File: src/reset_cause_pkg.sv
// What this block does
// Any reset forces only a small register subset; everything else keeps value
// Watchdog wake-up resumes work and leaves special registers untouched
// Power-on: restart 0000h, mismatch/instr/timeout/power-down set, rest clear
// Reset instruction: restart 0000h, clear only the reset-instruction flag
// Brown-out: restart 0000h, set four flags, clear brown-out flag
// Mismatch reset: restart 0000h, clear only the mismatch flag
// Master clear in low-power run: restart 0000h, set timeout flag
// Master clear in idle or sleep: restart, set timeout, clear power-down
// Master clear at full power: restart 0000h, flags unchanged
// Stack full with error reset enabled: restart, set stack-full flag
// Underflow always sets its flag; restarts only when error reset enabled
// Watchdog timeout while running: restart 0000h, clear timeout flag
// Watchdog timeout in idle/sleep: no reset, PC+2, clear timeout, power-down
// Interrupt wake from low power: PC+2, clear only power-down flag
// Interrupt wake with its own priority's global enable set loads vector 0008h (high) or 0018h (low)
// Every reset clears top-of-stack, PC latch, table pointer; wake keeps them (a vectored interrupt wake loads top-of-stack with PC+2)
// Power-on flag cleared only by power-on; only firmware sets it again
// Every reset-cause flag is writable by firmware
package reset_cause_pkg;
  // Register byte offsets
  localparam logic [7:0] cause_offset   = 8'h00;
  localparam logic [7:0] control_offset = 8'h04;
  localparam logic [7:0] irq_stat_offset = 8'h08;
  localparam logic [7:0] irq_mask_offset = 8'h0c;
  localparam logic [7:0] restart_offset = 8'h10;
  localparam logic [7:0] tos_offset     = 8'h14;
  localparam logic [7:0] pclat_offset   = 8'h18;
  localparam logic [7:0] tblptr_offset  = 8'h1c;
  // Cause register bit positions
  localparam int bor_bit = 0;
  localparam int por_bit = 1;
  localparam int pd_bit  = 2;
  localparam int to_bit  = 3;
  localparam int ri_bit  = 4;
  localparam int cm_bit  = 5;
  localparam int unf_bit = 6;
  localparam int ful_bit = 7;
  localparam logic [7:0] cause_reset = 8'h3c;
  // Control register bit positions
  localparam int ser_bit  = 0;
  localparam int global_int_enable_high_bit = 1;
  localparam int global_int_enable_low_bit = 2;
  localparam logic [2:0] control_reset = 3'h0;
  // Event indices for the interrupt status
  localparam int ev_por   = 0;
  localparam int ev_bor   = 1;
  localparam int ev_external_master_clear  = 2;
  localparam int ev_cm    = 3;
  localparam int ev_wdtr  = 4;
  localparam int ev_wdtw  = 5;
  localparam int ev_ful   = 6;
  localparam int ev_unf   = 7;
  localparam int ev_ri    = 8;
  localparam int ev_intw  = 9;
  localparam int ev_count = 10;
  // Addresses and vectors
  localparam int pc_width = 21;
  localparam logic [20:0] reset_vector = 21'h000000;
  localparam logic [20:0] high_vector  = 21'h000008;
  localparam logic [20:0] low_vector   = 21'h000018;
  localparam logic [20:0] pc_step      = 21'h000002;
  // Power modes
  typedef enum logic [1:0] {
    mode_full  = 2'h0,
    mode_run   = 2'h1,
    mode_sleep = 2'h2
  } power_mode_type;
  // AXI responses
  localparam logic [1:0] resp_okay   = 2'h0;
  localparam logic [1:0] resp_slverr = 2'h2;
endpackage : reset_cause_pkg

File: src/reset_cause_status_logic.sv
// The AXI4-Lite interface to the registers and the register offsets were chosen for this implementation.
`timescale 1ns/1ns
`default_nettype none
module reset_cause_status_logic (
  // Clock and reset
  input  wire logic        ref_clk,
  input  wire logic        resetn,
  // AXI4-Lite write address
  input  wire logic [7:0]  s_axi_awaddr,
  input  wire logic        s_axi_awvalid,
  output logic             s_axi_awready,
  // AXI4-Lite write data
  input  wire logic [31:0] s_axi_wdata,
  input  wire logic [3:0]  s_axi_wstrb,
  input  wire logic        s_axi_wvalid,
  output logic             s_axi_wready,
  // AXI4-Lite write response
  output logic [1:0]       s_axi_bresp,
  output logic             s_axi_bvalid,
  input  wire logic        s_axi_bready,
  // AXI4-Lite read address
  input  wire logic [7:0]  s_axi_araddr,
  input  wire logic        s_axi_arvalid,
  output logic             s_axi_arready,
  // AXI4-Lite read data
  output logic [31:0]      s_axi_rdata,
  output logic [1:0]       s_axi_rresp,
  output logic             s_axi_rvalid,
  input  wire logic        s_axi_rready,
  // Reset sources, one-cycle pulses from core logic
  input  wire logic        por_event,
  input  wire logic        brownout_event,
  input  wire logic        config_mismatch_event,
  input  wire logic        watchdog_event,
  input  wire logic        reset_instr_event,
  input  wire logic        stack_full_event,
  input  wire logic        stack_underflow_event,
  input  wire logic        wake_int_event,
  input  wire logic        wake_int_high,
  // Master clear pin, active low, asynchronous
  input  wire logic        external_master_clear_n,
  // Core state
  input  wire logic [1:0]  power_mode,
  input  wire logic [20:0] saved_pc,
  // Restart to the core
  output logic             core_restart,
  output logic             pc_load,
  output logic [20:0]      restart_pc,
  // Interrupt
  output logic             irq
);

  // Address decode used by both read and write paths
  function automatic logic [3:0] reg_index(input logic [7:0] a);
    logic [3:0] r;
    r = 4'h8;
    case (a)
      reset_cause_pkg::cause_offset:    r = 4'h0;
      reset_cause_pkg::control_offset:  r = 4'h1;
      reset_cause_pkg::irq_stat_offset: r = 4'h2;
      reset_cause_pkg::irq_mask_offset: r = 4'h3;
      reset_cause_pkg::restart_offset:  r = 4'h4;
      reset_cause_pkg::tos_offset:      r = 4'h5;
      reset_cause_pkg::pclat_offset:    r = 4'h6;
      reset_cause_pkg::tblptr_offset:   r = 4'h7;
      default:                          r = 4'h8;
    endcase
    return r;
  endfunction : reg_index

  // Master clear synchroniser and edge
  logic [2:0] external_master_clear_sync;
  logic       external_master_clear_fall;

  // Pin crosses two flops before the edge detector sees it
  always_ff @(posedge ref_clk or negedge resetn) begin
    if (!resetn) begin
      external_master_clear_sync <= 3'h7;
    end else begin
      external_master_clear_sync <= {external_master_clear_sync[1:0], external_master_clear_n};
    end
  end

  assign external_master_clear_fall = external_master_clear_sync[2] & ~external_master_clear_sync[1];

  // Write channel state
  logic        aw_held;
  logic        w_held;
  logic [7:0]  aw_addr;
  logic [31:0] w_data;
  logic [3:0]  w_strb;
  logic        next_aw_held;
  logic        next_w_held;
  logic [7:0]  next_aw_addr;
  logic [31:0] next_w_data;
  logic [3:0]  next_w_strb;
  logic        next_bvalid;
  logic [1:0]  next_bresp;
  logic        wr_fire;
  logic [3:0]  wr_idx;

  // Address and data are taken in either order
  assign s_axi_awready = ~aw_held & ~s_axi_bvalid;
  assign s_axi_wready  = ~w_held & ~s_axi_bvalid;
  assign wr_fire = aw_held & w_held & ~s_axi_bvalid;
  assign wr_idx  = reg_index(aw_addr);

  // Write channel next state
  always_comb begin
    next_aw_held = aw_held;
    next_w_held  = w_held;
    next_aw_addr = aw_addr;
    next_w_data  = w_data;
    next_w_strb  = w_strb;
    next_bvalid  = s_axi_bvalid;
    next_bresp   = s_axi_bresp;
    if (s_axi_awvalid && s_axi_awready) begin
      next_aw_held = 1'b1;
      next_aw_addr = s_axi_awaddr;
    end
    if (s_axi_wvalid && s_axi_wready) begin
      next_w_held = 1'b1;
      next_w_data = s_axi_wdata;
      next_w_strb = s_axi_wstrb;
    end
    if (wr_fire) begin
      next_aw_held = 1'b0;
      next_w_held  = 1'b0;
      next_bvalid  = 1'b1;
      next_bresp   = (wr_idx == 4'h8) ? reset_cause_pkg::resp_slverr
                                      : reset_cause_pkg::resp_okay;
    end else if (s_axi_bvalid && s_axi_bready) begin
      next_bvalid = 1'b0;
    end
  end

  // Write channel registers
  always_ff @(posedge ref_clk or negedge resetn) begin
    if (!resetn) begin
      aw_held      <= 1'b0;
      w_held       <= 1'b0;
      aw_addr      <= 8'h00;
      w_data       <= 32'h00000000;
      w_strb       <= 4'h0;
      s_axi_bvalid <= 1'b0;
      s_axi_bresp  <= 2'h0;
    end else begin
      aw_held      <= next_aw_held;
      w_held       <= next_w_held;
      aw_addr      <= next_aw_addr;
      w_data       <= next_w_data;
      w_strb       <= next_w_strb;
      s_axi_bvalid <= next_bvalid;
      s_axi_bresp  <= next_bresp;
    end
  end

  // Block state
  logic [7:0]  cause;
  logic [2:0]  control;
  logic [9:0]  irq_stat;
  logic [9:0]  irq_mask;
  logic [20:0] top_of_stack;
  logic [20:0] pc_latch;
  logic [21:0] table_pointer;
  logic [7:0]  next_cause;
  logic [2:0]  next_control;
  logic [9:0]  next_irq_stat;
  logic [9:0]  next_irq_mask;
  logic [20:0] next_top_of_stack;
  logic [20:0] next_pc_latch;
  logic [21:0] next_table_pointer;
  logic        next_core_restart;
  logic        next_pc_load;
  logic [20:0] next_restart_pc;
  logic [9:0]  events;
  logic        low_power;
  logic        ser_en;
  logic        wr_ok;

  assign low_power = power_mode == reset_cause_pkg::mode_sleep;
  assign ser_en    = control[reset_cause_pkg::ser_bit];
  assign wr_ok     = wr_fire & w_strb[0];

  // Which source acts this cycle; power-on outranks all others
  always_comb begin
    events = 10'h000;
    if (por_event) begin
      events[reset_cause_pkg::ev_por] = 1'b1;
    end else if (brownout_event) begin
      events[reset_cause_pkg::ev_bor] = 1'b1;
    end else if (external_master_clear_fall) begin
      events[reset_cause_pkg::ev_external_master_clear] = 1'b1;
    end else if (config_mismatch_event) begin
      events[reset_cause_pkg::ev_cm] = 1'b1;
    end else if (watchdog_event && !low_power) begin
      events[reset_cause_pkg::ev_wdtr] = 1'b1;
    end else if (watchdog_event) begin
      events[reset_cause_pkg::ev_wdtw] = 1'b1;
    end else if (stack_full_event && ser_en) begin
      events[reset_cause_pkg::ev_ful] = 1'b1;
    end else if (stack_underflow_event) begin
      events[reset_cause_pkg::ev_unf] = 1'b1;
    end else if (reset_instr_event) begin
      events[reset_cause_pkg::ev_ri] = 1'b1;
    end else if (wake_int_event && low_power) begin
      events[reset_cause_pkg::ev_intw] = 1'b1;
    end
  end

  // Flags, restart control and the forced register subset
  always_comb begin
    next_cause         = cause;
    next_control       = control;
    next_irq_stat      = irq_stat;
    next_irq_mask      = irq_mask;
    next_top_of_stack  = top_of_stack;
    next_pc_latch      = pc_latch;
    next_table_pointer = table_pointer;
    next_core_restart  = 1'b0;
    next_pc_load       = 1'b0;
    next_restart_pc    = restart_pc;
    // Firmware writes land first so a hardware event wins below
    if (wr_ok) begin
      case (wr_idx)
        4'h0: next_cause = w_data[7:0];
        4'h1: next_control = w_data[2:0];
        4'h2: next_irq_stat = irq_stat & ~w_data[9:0];
        4'h3: next_irq_mask = w_data[9:0];
        4'h5: next_top_of_stack = w_data[20:0];
        4'h6: next_pc_latch = w_data[20:0];
        4'h7: next_table_pointer = w_data[21:0];
        default: next_cause = next_cause;
      endcase
    end
    next_irq_stat = next_irq_stat | events;
    if (events[reset_cause_pkg::ev_por]) begin
      next_cause = reset_cause_pkg::cause_reset;
    end
    if (events[reset_cause_pkg::ev_bor]) begin
      next_cause[reset_cause_pkg::cm_bit]  = 1'b1;
      next_cause[reset_cause_pkg::ri_bit]  = 1'b1;
      next_cause[reset_cause_pkg::to_bit]  = 1'b1;
      next_cause[reset_cause_pkg::pd_bit]  = 1'b1;
      next_cause[reset_cause_pkg::bor_bit] = 1'b0;
    end
    if (events[reset_cause_pkg::ev_external_master_clear]) begin
      // Full power leaves every flag alone
      if (power_mode == reset_cause_pkg::mode_run) begin
        next_cause[reset_cause_pkg::to_bit] = 1'b1;
      end else if (low_power) begin
        next_cause[reset_cause_pkg::to_bit] = 1'b1;
        next_cause[reset_cause_pkg::pd_bit] = 1'b0;
      end
    end
    if (events[reset_cause_pkg::ev_cm]) begin
      next_cause[reset_cause_pkg::cm_bit] = 1'b0;
    end
    if (events[reset_cause_pkg::ev_wdtr]) begin
      next_cause[reset_cause_pkg::to_bit] = 1'b0;
    end
    if (events[reset_cause_pkg::ev_wdtw]) begin
      next_cause[reset_cause_pkg::to_bit] = 1'b0;
      next_cause[reset_cause_pkg::pd_bit] = 1'b0;
    end
    if (events[reset_cause_pkg::ev_ful]) begin
      next_cause[reset_cause_pkg::ful_bit] = 1'b1;
    end
    if (events[reset_cause_pkg::ev_unf]) begin
      next_cause[reset_cause_pkg::unf_bit] = 1'b1;
    end
    if (events[reset_cause_pkg::ev_ri]) begin
      next_cause[reset_cause_pkg::ri_bit] = 1'b0;
    end
    if (events[reset_cause_pkg::ev_intw]) begin
      next_cause[reset_cause_pkg::pd_bit] = 1'b0;
    end
    // Hard resets restart at the reset vector and clear the subset
    if (|events[reset_cause_pkg::ev_ri:reset_cause_pkg::ev_por] &&
        !events[reset_cause_pkg::ev_wdtw] &&
        !(events[reset_cause_pkg::ev_unf] && !ser_en)) begin
      next_core_restart  = 1'b1;
      next_pc_load       = 1'b1;
      next_restart_pc    = reset_cause_pkg::reset_vector;
      next_top_of_stack  = 21'h000000;
      next_pc_latch      = 21'h000000;
      next_table_pointer = 22'h000000;
    end
    // Wake-ups resume at PC+2; a vectored interrupt wake resumes at its vector and loads top-of-stack with PC+2
    if (events[reset_cause_pkg::ev_wdtw]) begin
      next_pc_load    = 1'b1;
      next_restart_pc = 21'(saved_pc + reset_cause_pkg::pc_step);
    end
    if (events[reset_cause_pkg::ev_intw]) begin
      next_pc_load    = 1'b1;
      next_restart_pc = 21'(saved_pc + reset_cause_pkg::pc_step);
      if (wake_int_high && control[reset_cause_pkg::global_int_enable_high_bit]) begin
        next_restart_pc   = reset_cause_pkg::high_vector;
        next_top_of_stack = 21'(saved_pc + reset_cause_pkg::pc_step);
      end else if (!wake_int_high &&
                   control[reset_cause_pkg::global_int_enable_low_bit]) begin
        next_restart_pc   = reset_cause_pkg::low_vector;
        next_top_of_stack = 21'(saved_pc + reset_cause_pkg::pc_step);
      end
    end
  end

  // Block state registers; async reset is the power-on state
  always_ff @(posedge ref_clk or negedge resetn) begin
    if (!resetn) begin
      cause         <= reset_cause_pkg::cause_reset;
      control       <= reset_cause_pkg::control_reset;
      irq_stat      <= 10'h000;
      irq_mask      <= 10'h000;
      top_of_stack  <= 21'h000000;
      pc_latch      <= 21'h000000;
      table_pointer <= 22'h000000;
      core_restart  <= 1'b0;
      pc_load       <= 1'b0;
      restart_pc    <= 21'h000000;
    end else begin
      cause         <= next_cause;
      control       <= next_control;
      irq_stat      <= next_irq_stat;
      irq_mask      <= next_irq_mask;
      top_of_stack  <= next_top_of_stack;
      pc_latch      <= next_pc_latch;
      table_pointer <= next_table_pointer;
      core_restart  <= next_core_restart;
      pc_load       <= next_pc_load;
      restart_pc    <= next_restart_pc;
    end
  end

  // Level interrupt from any unmasked sticky event
  assign irq = |(irq_stat & irq_mask);

  // Read channel
  logic [31:0] next_rdata;
  logic [1:0]  next_rresp;
  logic        next_rvalid;
  logic [31:0] rd_value;
  logic [3:0]  rd_idx;

  assign s_axi_arready = ~s_axi_rvalid;
  assign rd_idx = reg_index(s_axi_araddr);

  // Read mux; unused upper bits read as zero
  always_comb begin
    rd_value = 32'h00000000;
    case (rd_idx)
      4'h0: rd_value = {24'h000000, cause};
      4'h1: rd_value = {29'h00000000, control};
      4'h2: rd_value = {22'h000000, irq_stat};
      4'h3: rd_value = {22'h000000, irq_mask};
      4'h4: rd_value = {11'h000, restart_pc};
      4'h5: rd_value = {11'h000, top_of_stack};
      4'h6: rd_value = {11'h000, pc_latch};
      4'h7: rd_value = {10'h000, table_pointer};
      default: rd_value = 32'h00000000;
    endcase
  end

  // One read in flight; data held until rready
  always_comb begin
    next_rdata  = s_axi_rdata;
    next_rresp  = s_axi_rresp;
    next_rvalid = s_axi_rvalid;
    if (s_axi_arvalid && s_axi_arready) begin
      next_rvalid = 1'b1;
      next_rdata  = rd_value;
      next_rresp  = (rd_idx == 4'h8) ? reset_cause_pkg::resp_slverr
                                     : reset_cause_pkg::resp_okay;
    end else if (s_axi_rvalid && s_axi_rready) begin
      next_rvalid = 1'b0;
    end
  end

  // Read channel registers
  always_ff @(posedge ref_clk or negedge resetn) begin
    if (!resetn) begin
      s_axi_rdata  <= 32'h00000000;
      s_axi_rresp  <= 2'h0;
      s_axi_rvalid <= 1'b0;
    end else begin
      s_axi_rdata  <= next_rdata;
      s_axi_rresp  <= next_rresp;
      s_axi_rvalid <= next_rvalid;
    end
  end

endmodule : reset_cause_status_logic
`default_nettype wire

File: config.mk
export PLATFORM = sky130hd
export DESIGN_NAME = reset_cause_status_logic
export DESIGN_NICKNAME = d
export VERILOG_FILES = /design/src/reset_cause_pkg.sv /design/src/reset_cause_status_logic.sv
export SDC_FILE = /design/constraint.sdc
export NUM_CORES = 1
export LEC_CHECK = 0
export BUFFER_PORTS_ARGS = -buffer_cell sky130_fd_sc_hd__buf_4
export CORE_MARGIN = 10
export CORE_UTILIZATION = 30
export DETAILED_ROUTE_END_ITERATION = 10
export GPL_TIMING_DRIVEN = 0
export PLACE_DENSITY = 0.59
export RECOVER_POWER = 50
export SYNTH_ARGS = -nofsm -noshare
export SYNTH_HDL_FRONTEND = slang
export SYNTH_SLANG_ARGS = --single-unit
File: constraint.sdc
create_clock -name ref_clk -period 3.7 [get_ports ref_clk]
set_input_delay 0.185 -clock ref_clk [delete_from_list [all_inputs] [get_ports ref_clk]]
set_output_delay 0.185 -clock ref_clk [all_outputs]
set_load 0.02 [all_outputs]
# Yosys cells after proc, flatten, opt, wreduce, memory -nomap -nowiden
# Memory sizes are Yosys's and may differ from the RTL's.
# Cells that the tools add are included.
# Widths: inputs -> output; s select.
word_totals:
  word_cells: 186
  output_inout_bits: 65
  memories: 2
  ff_bits: 192
  mem_bits_ro: 256
op_classes:
  n_mux: 70
  n_eq_ne: 17
  addsub: 1
  bitwise: 15
  n_reduce_logical: 54
memory_table:
  columns: ["memory", "depth", "width", "rd", "rd_clocked_by_memory_dff", "wr", "line_no", "rtl"]
  rows:
  - ["(no name shown)", 32, 4, 1, 0, 0, "reset_cause_status_logic.sv:57", "case (a)"]
  - ["(no name shown)", 32, 4, 1, 0, 0, "reset_cause_status_logic.sv:57", null]
op_table:
  columns: ["operator", "count"]
  rows:
  - ["$mux 21", 14]
  - ["$pmux 22 s8", 1]
  - ["$mux 22", 3]
  - ["$mux 8", 4]
  - ["$mux 1", 31]
  - ["$eq 4x3->1 const B", 7]
  - ["$add 21x2->21 const B", 1]
  - ["$reduce_bool 3->1", 7]
  - ["$and 10x10->10", 2]
  - ["$mux 10", 2]
  - ["$reduce_and 2->1", 10]
  - ["$reduce_bool 2->1", 9]
  - ["$eq 4x2->1 const B", 4]
  - ["$mux 4", 4]
  - ["$reduce_bool 4->1", 4]
  - ["$logic_and 1x1->1", 13]
  - ["$mux 2", 6]
  - ["$not 10->10", 1]
  - ["$or 10x10->10", 1]
  - ["$reduce_or 10->1", 1]
  - ["$mux 9", 1]
  - ["$reduce_or 9->1", 1]
  - ["$eq 4x1->1 const B", 2]
  - ["$eq 4x4->1 const B", 2]
  - ["other kinds (11)", 26]

# Longest topological paths before layout
depth:
  ltp_word: 19
  mapped_depth: 8
  depth_no_buf: 6

# Worst setup path after synthesis
# OpenSTA, ideal clock, no wires.
synth_timing:
  kind: "register to register"
  start: "register aw_addr[1]"
  end: "register irq_stat[4]"
  synth_period_minus_slack_ps: 2050
  path_stages_with_launch: 6
  arrival_ps: 1929
  slack_ps: 1650
  required_time_ps: 3578
  path_cell_list: "dfrtp_1 -> or4_4 -> or3b_4 -> nor4_4 -> nand2_1 -> a32o_1"
synth_via:
  elab_chain_len: 6
synth_rtl:
  columns: ["element", "line_no", "rtl"]
  rows:
  - ["start: declaration", "reset_cause_status_logic.sv:89", "logic [7:0] aw_addr;"]
  - ["start signal: assignment", "reset_cause_status_logic.sv:150", "aw_addr <= next_aw_addr;"]
  - ["$mem_v2 32x4", null, null]
  - ["$mux 4", "reset_cause_status_logic.sv:57", null]
  - ["$eq 4x2->1", "reset_cause_status_logic.sv:225", "case (wr_idx)"]
  - ["$mux 10", "reset_cause_status_logic.sv:225", null]
  - ["$mux 10", "reset_cause_status_logic.sv:224", "if (wr_ok) begin"]
  - ["$or 10x10->10", "reset_cause_status_logic.sv:236", "next_irq_stat = next_irq_stat | events;"]
  - ["named net next_irq_stat[4]", "reset_cause_status_logic.sv:168", "logic [9:0] next_irq_stat;"]
  - ["end signal: assignment", "reset_cause_status_logic.sv:324", "irq_stat <= next_irq_stat;"]
  - ["end: declaration", "reset_cause_status_logic.sv:161", "logic [9:0] irq_stat;"]
# The timed path passes the listed nets, and every way through them passes these cells.
# A chain may end at the register's enable or synchronous reset.

# Final worst setup path
layout_timing:
  start: "register external_master_clear_sync[1]"
  end: "register top_of_stack[0]"
layout_via:
  elab_chain_len: 12
  word_cells_on_any_way: 16
  cone_classes: "mux: 8; bitwise: 2; reduce/logical: 6"
layout_rtl:
  columns: ["element", "line_no", "rtl"]
  rows:
  - ["start: declaration", "reset_cause_status_logic.sv:72", "logic [2:0] external_master_clear_sync;"]
  - ["start signal: assignment", "reset_cause_status_logic.sv:80", "external_master_clear_sync <= {external_master_clear_sync[1:0], external_master_clear_n};"]
  - ["$not 1->1 *", "reset_cause_status_logic.sv:84", "assign external_master_clear_fall = external_master_clear_sync[2] & ~external_master_clear_sync[1];"]
  - ["$and 1x1->1 *", "reset_cause_status_logic.sv:84", null]
  - ["$mux 1 / $mux 7 (equally long branches)", "reset_cause_status_logic.sv:192", "end else if (external_master_clear_fall) begin"]
  - ["$mux 8 *", "reset_cause_status_logic.sv:190", "end else if (brownout_event) begin"]
  - ["$mux 9 *", "reset_cause_status_logic.sv:188", "if (por_event) begin"]
  - ["$reduce_or 9->1, or another cell as far along", "reset_cause_status_logic.sv:279", "if (|events[reset_cause_pkg::ev_ri:reset_cause_pkg::ev_por] &&"]
  - ["$logic_and 1x1->1 / $logic_not 1->1 (equally long branches)", "reset_cause_status_logic.sv:279, reset_cause_status_logic.sv:281", null]
  - ["$logic_and 1x1->1", "reset_cause_status_logic.sv:280", "!events[reset_cause_pkg::ev_wdtw] &&"]
  - ["$mux 21", "reset_cause_status_logic.sv:279", null]
  - ["$mux 21", "reset_cause_status_logic.sv:300", "end else if (!wake_int_high &&"]
  - ["$mux 21", "reset_cause_status_logic.sv:297", "if (wake_int_high && control[reset_cause_pkg::global_int_enable_high_bit]) begin"]
  - ["$mux 21 *", "reset_cause_status_logic.sv:294", "if (events[reset_cause_pkg::ev_intw]) begin"]
  - ["named net next_top_of_stack[0]", "reset_cause_status_logic.sv:170", "logic [20:0] next_top_of_stack;"]
  - ["end signal: assignment", "reset_cause_status_logic.sv:326", "top_of_stack <= next_top_of_stack;"]
  - ["end: declaration", "reset_cause_status_logic.sv:163", "logic [20:0] top_of_stack;"]
# Mark *: on every way through the listed nets, which the timed path passes. The rest lies on a longest branch.

==> summary.txt <==
STA
  • Achievable Freq: 0.366 GHz
  • Final setup viols: 0
  • Tmin final: 2730 ps
  • Hold Slack: 6.81 ps
  • Fin crit share: 73.8%
  • Final setup margin: 971 ps
  • Worst slew pin tran: 2520 ps
  • RSZ-0062 raised after global routing: no
  • Fin. Hold Viols: 0
  • Pins Over Slew Limit: 98
  • Setup TNS: 0 ps
  • Worst slew margin: -68.3%
  • Clk_skew: 13.4 ps

Yosys
  • Seq/Total Area, Yosys: 53.8%
  • Asr flop ratio synth: 100%
  • Most frequent cell after synthesis: dfrtp_1
  • EDFF count, synth: 0
  • YS warnings: 0
  • Leading area contributor after synthesis: dfrtp_1
  • Synth top area share: 51.6%
  • Synth Flop Type: dfrtp_1
  • Yosys reg bits: 180
  • Synth top cells by count: dfrtp_1, nand2_1, a22o_1
  • Largest cells by area after synthesis: dfrtp_1, mux2_2, mux2i_1
  • Post-Syn Area: between 8000 and 9000 sq um
  • Avg Cell Area, Syn: 11.7 sq um
  • Mapped Cells: 715
  • Post-synthesis cell type count: 50

Global route
  • First-pass GRT wire length: 40700 microns
  • GR Overflow Total: 0
  • Initial antenna violation count: 3
  • Total global-route track usage: 14.8%
  • Vias in the first global route: 6835
  • Largest net degree at the start of global routing: 99

Power and ir drop
  • Overall Power: 5.19 mW
  • Pwr/cell area: 487 nW/um^2
  • Max VDD drop: approximately 0.33 mV
  • Leakage: about 4.8 nW

Setup path
  • RR Startpoint: external_master_clear_sync[1]
  • FF-to-FF End: top_of_stack[0]
  • CP most frequent cell: clkbuf_1
  • Req. time, crit path: 4050 ps
  • Crit path largest cell delay: approximately 900 ps
  • CP endpoint kind: flip-flop
  • Critical path's slowest cell: nor3_1
  • R2r setup slk: 970 ps
  • Type of the worst setup path: flip-flop to flip-flop
  • Worst Reg-to-Reg Cells: 6
  • CP Cell Sequence: nor2b_1, clkbuf_1, nor3_1, nand3_1, clkbuf_1, o22ai_1
  • Setup crit start kind: flip-flop
  • Crit Path Max Fanout: 10
  • Crit path DAT: 3080 ps

Die
  • Die Wd: 187 microns
  • Initial Util: 30.3%
  • Die extent in y: 187 microns
  • Area of the die: 35100 sq um
  • Boundary Pins: roughly 160
  • Core footprint: 27700 sq um
  • Num rows: 61

CTS
  • Hold_buf cts: 37
  • Clock Path Buffers: 2
  • Post-CTS Setup Inserts: 0
  • Clock Latency Late Sink: 440 ps
  • CTS buffer count: 17
  • # resized after CTS: 0
  • H-Tree Depth: 4
  • CTS tree: yes
  • Worst-path clk slew: 70 ps
  • Clock sink total: between 150 and 200
  • Root buffer cell: clkbuf_16

Drt
  • Final ANT Viol Nets: 0
  • Number of vias per cell: 4.95
  • Drt pass-1 iters: 4
  • DRC viols: 0
  • Post-Route WL: approximately 26000 microns
  • DR iter-0 viols: 466
  • Via count: 6451
  • WL per Instance: about 20 microns

Place
  • I/O Buffers: 128
  • Dpl ws: about 1000 ps
  • GP Congestion: 0.825
  • HPWL Detailed: 19300 microns

Worst hold path
  • WHS Path Cells: 2
  • Hold Path End: irq_stat[3]
  • Hold path start: config_mismatch_event
  • Worst Hold Class: input port to flip-flop

Finish
  • Multi-input gate area: ~3600 sq um
  • Fill count: roughly 2800
  • Share of post-route cells with drive strength above 1: 21.9%
  • Nets: 1005
  • Synth-to-Final Area Change: 27.2%
  • Register area: 4510 sq um

Run status
  • Outcome: finished with violations
  • Violated checks: capacitance limit, slew limit

Run
  • MaxCap Viol Count: 1
## state kept, by name, indices dropped and copies added (netlist names), 3 cells and up
signal                      flops
table_pointer                  22
irq_mask                       10
top_of_stack                   21
pc_latch                       21
restart_pc                     21
external_master_clear_sync      3
w_data                         22
control                         3
s_axi_rdata                    22
aw_addr                         8
cause                           8
irq_stat                       10
## metal layers
layer | GRT usage (%) | vias to the layer above | part of all wire (%)
li1 | - | 2988 | -
met3 | 4.31 | 39 | 6.5
met4 | 5.58 | 4 | 2.3
met2 | 23.2 | 188 | 46
met5 | 0 | - | 0.15
met1 | 19.0 | 3232 | 45
## through the flow
stage          area [sq um]  std cells  utilization (%)
2_1_floorplan          8430        726                -
3_3_place_gp           9870       1232             35.6
3_5_place_dp           9900       1233             35.7
4_1_cts               10900       1302             39.2
5_1_grt               10700       1303             38.5
6_report              10700       1304             38.5
## cells in the final DEF (no fill, tap or decap), drive strengths merged, types with 2 or more instances in the layout
master | Yosys | final
dfrtp | 173 | 173
clkbuf | 31 | 103
buf | 23 | 99
nand2 | 88 | 88
a22o | 50 | 50
mux2 | 45 | 45
mux2i | 44 | 44
o21ai | 41 | 41
dlygate4sd3 | 0 | 38
nor2 | 25 | 25
o22ai | 22 | 22
mux4 | 19 | 19
nand4 | 15 | 15
nand3 | 14 | 14
nor3 | 13 | 13
xor2 | 12 | 12
conb | 1 | 12
inv | 7 | 11
a22oi | 9 | 9
nor2b | 8 | 8
xnor2 | 8 | 8
a21o | 7 | 7
a21oi | 7 | 7
dfstp | 7 | 7
and3 | 6 | 6
nand2b | 5 | 5
nand3b | 5 | 5
clkinv | 0 | 5
a31oi | 4 | 4
o211ai | 3 | 3
and2 | 3 | 3
nor4 | 3 | 3
nor3b | 2 | 2
o221ai | 2 | 2
clkinvlp | 0 | 2
bufinv | 0 | 2
## worst max-delay path by stage
stage                                  startpoint               end  depth (start not counted)
floorplan                              aw_addr[1]       irq_stat[4]                          5
CTS                 external_master_clear_sync[2]   top_of_stack[8]                          8
global placement    external_master_clear_sync[2]  top_of_stack[17]                          8
detailed placement  external_master_clear_sync[2]   top_of_stack[8]                          8
global route                               resetn        control[0]                          2
finish              external_master_clear_sync[1]   top_of_stack[0]                          6
## cells by family (layout without fill, tap and decap cells)
kind of cell | after synthesis | in the layout | synth area share (%)
adders and majority gates | 1 | 1 | 0.149
other | 1 | 13 | 0.0447
buffers and inverters | 61 | 260 | 3.56
DFF | 180 | 180 | 53.8
muxes | 108 | 108 | 16.4
xor gates and xnor gates | 20 | 20 | 2.09
and+or+nand+nor | 191 | 191 | 11.3
AOI/OAI and AO/OA | 153 | 153 | 12.7
## critical path, delay by kind of cell, from the launching register on
kind,cells,cell delay [ps]
flops,1,530
simple gates,3,1260
compound gates,1,280
buf+inv,2,570
## cell type report
type                    count  share of cell area (%)
well taps                 378                    4.43
multi-input cells         485                    33.9
clock inverters            13                    1.40
clock buffers              19                    4.15
diodes                      1                  0.0235
inverters                   7                   0.246
repair buffers            167                    11.0
flip-flops and latches    180                    42.3
plain buffers              54                    2.56
## power by group
part           internal [mW]  switching (mW)  total [mW]  leakage [nW]
registers               2.20           0.322        2.53          2.37
logic                  0.417           0.411       0.828          2.18
clock network           1.02           0.815        1.84         0.286
(Power assumes the default switching activity.)
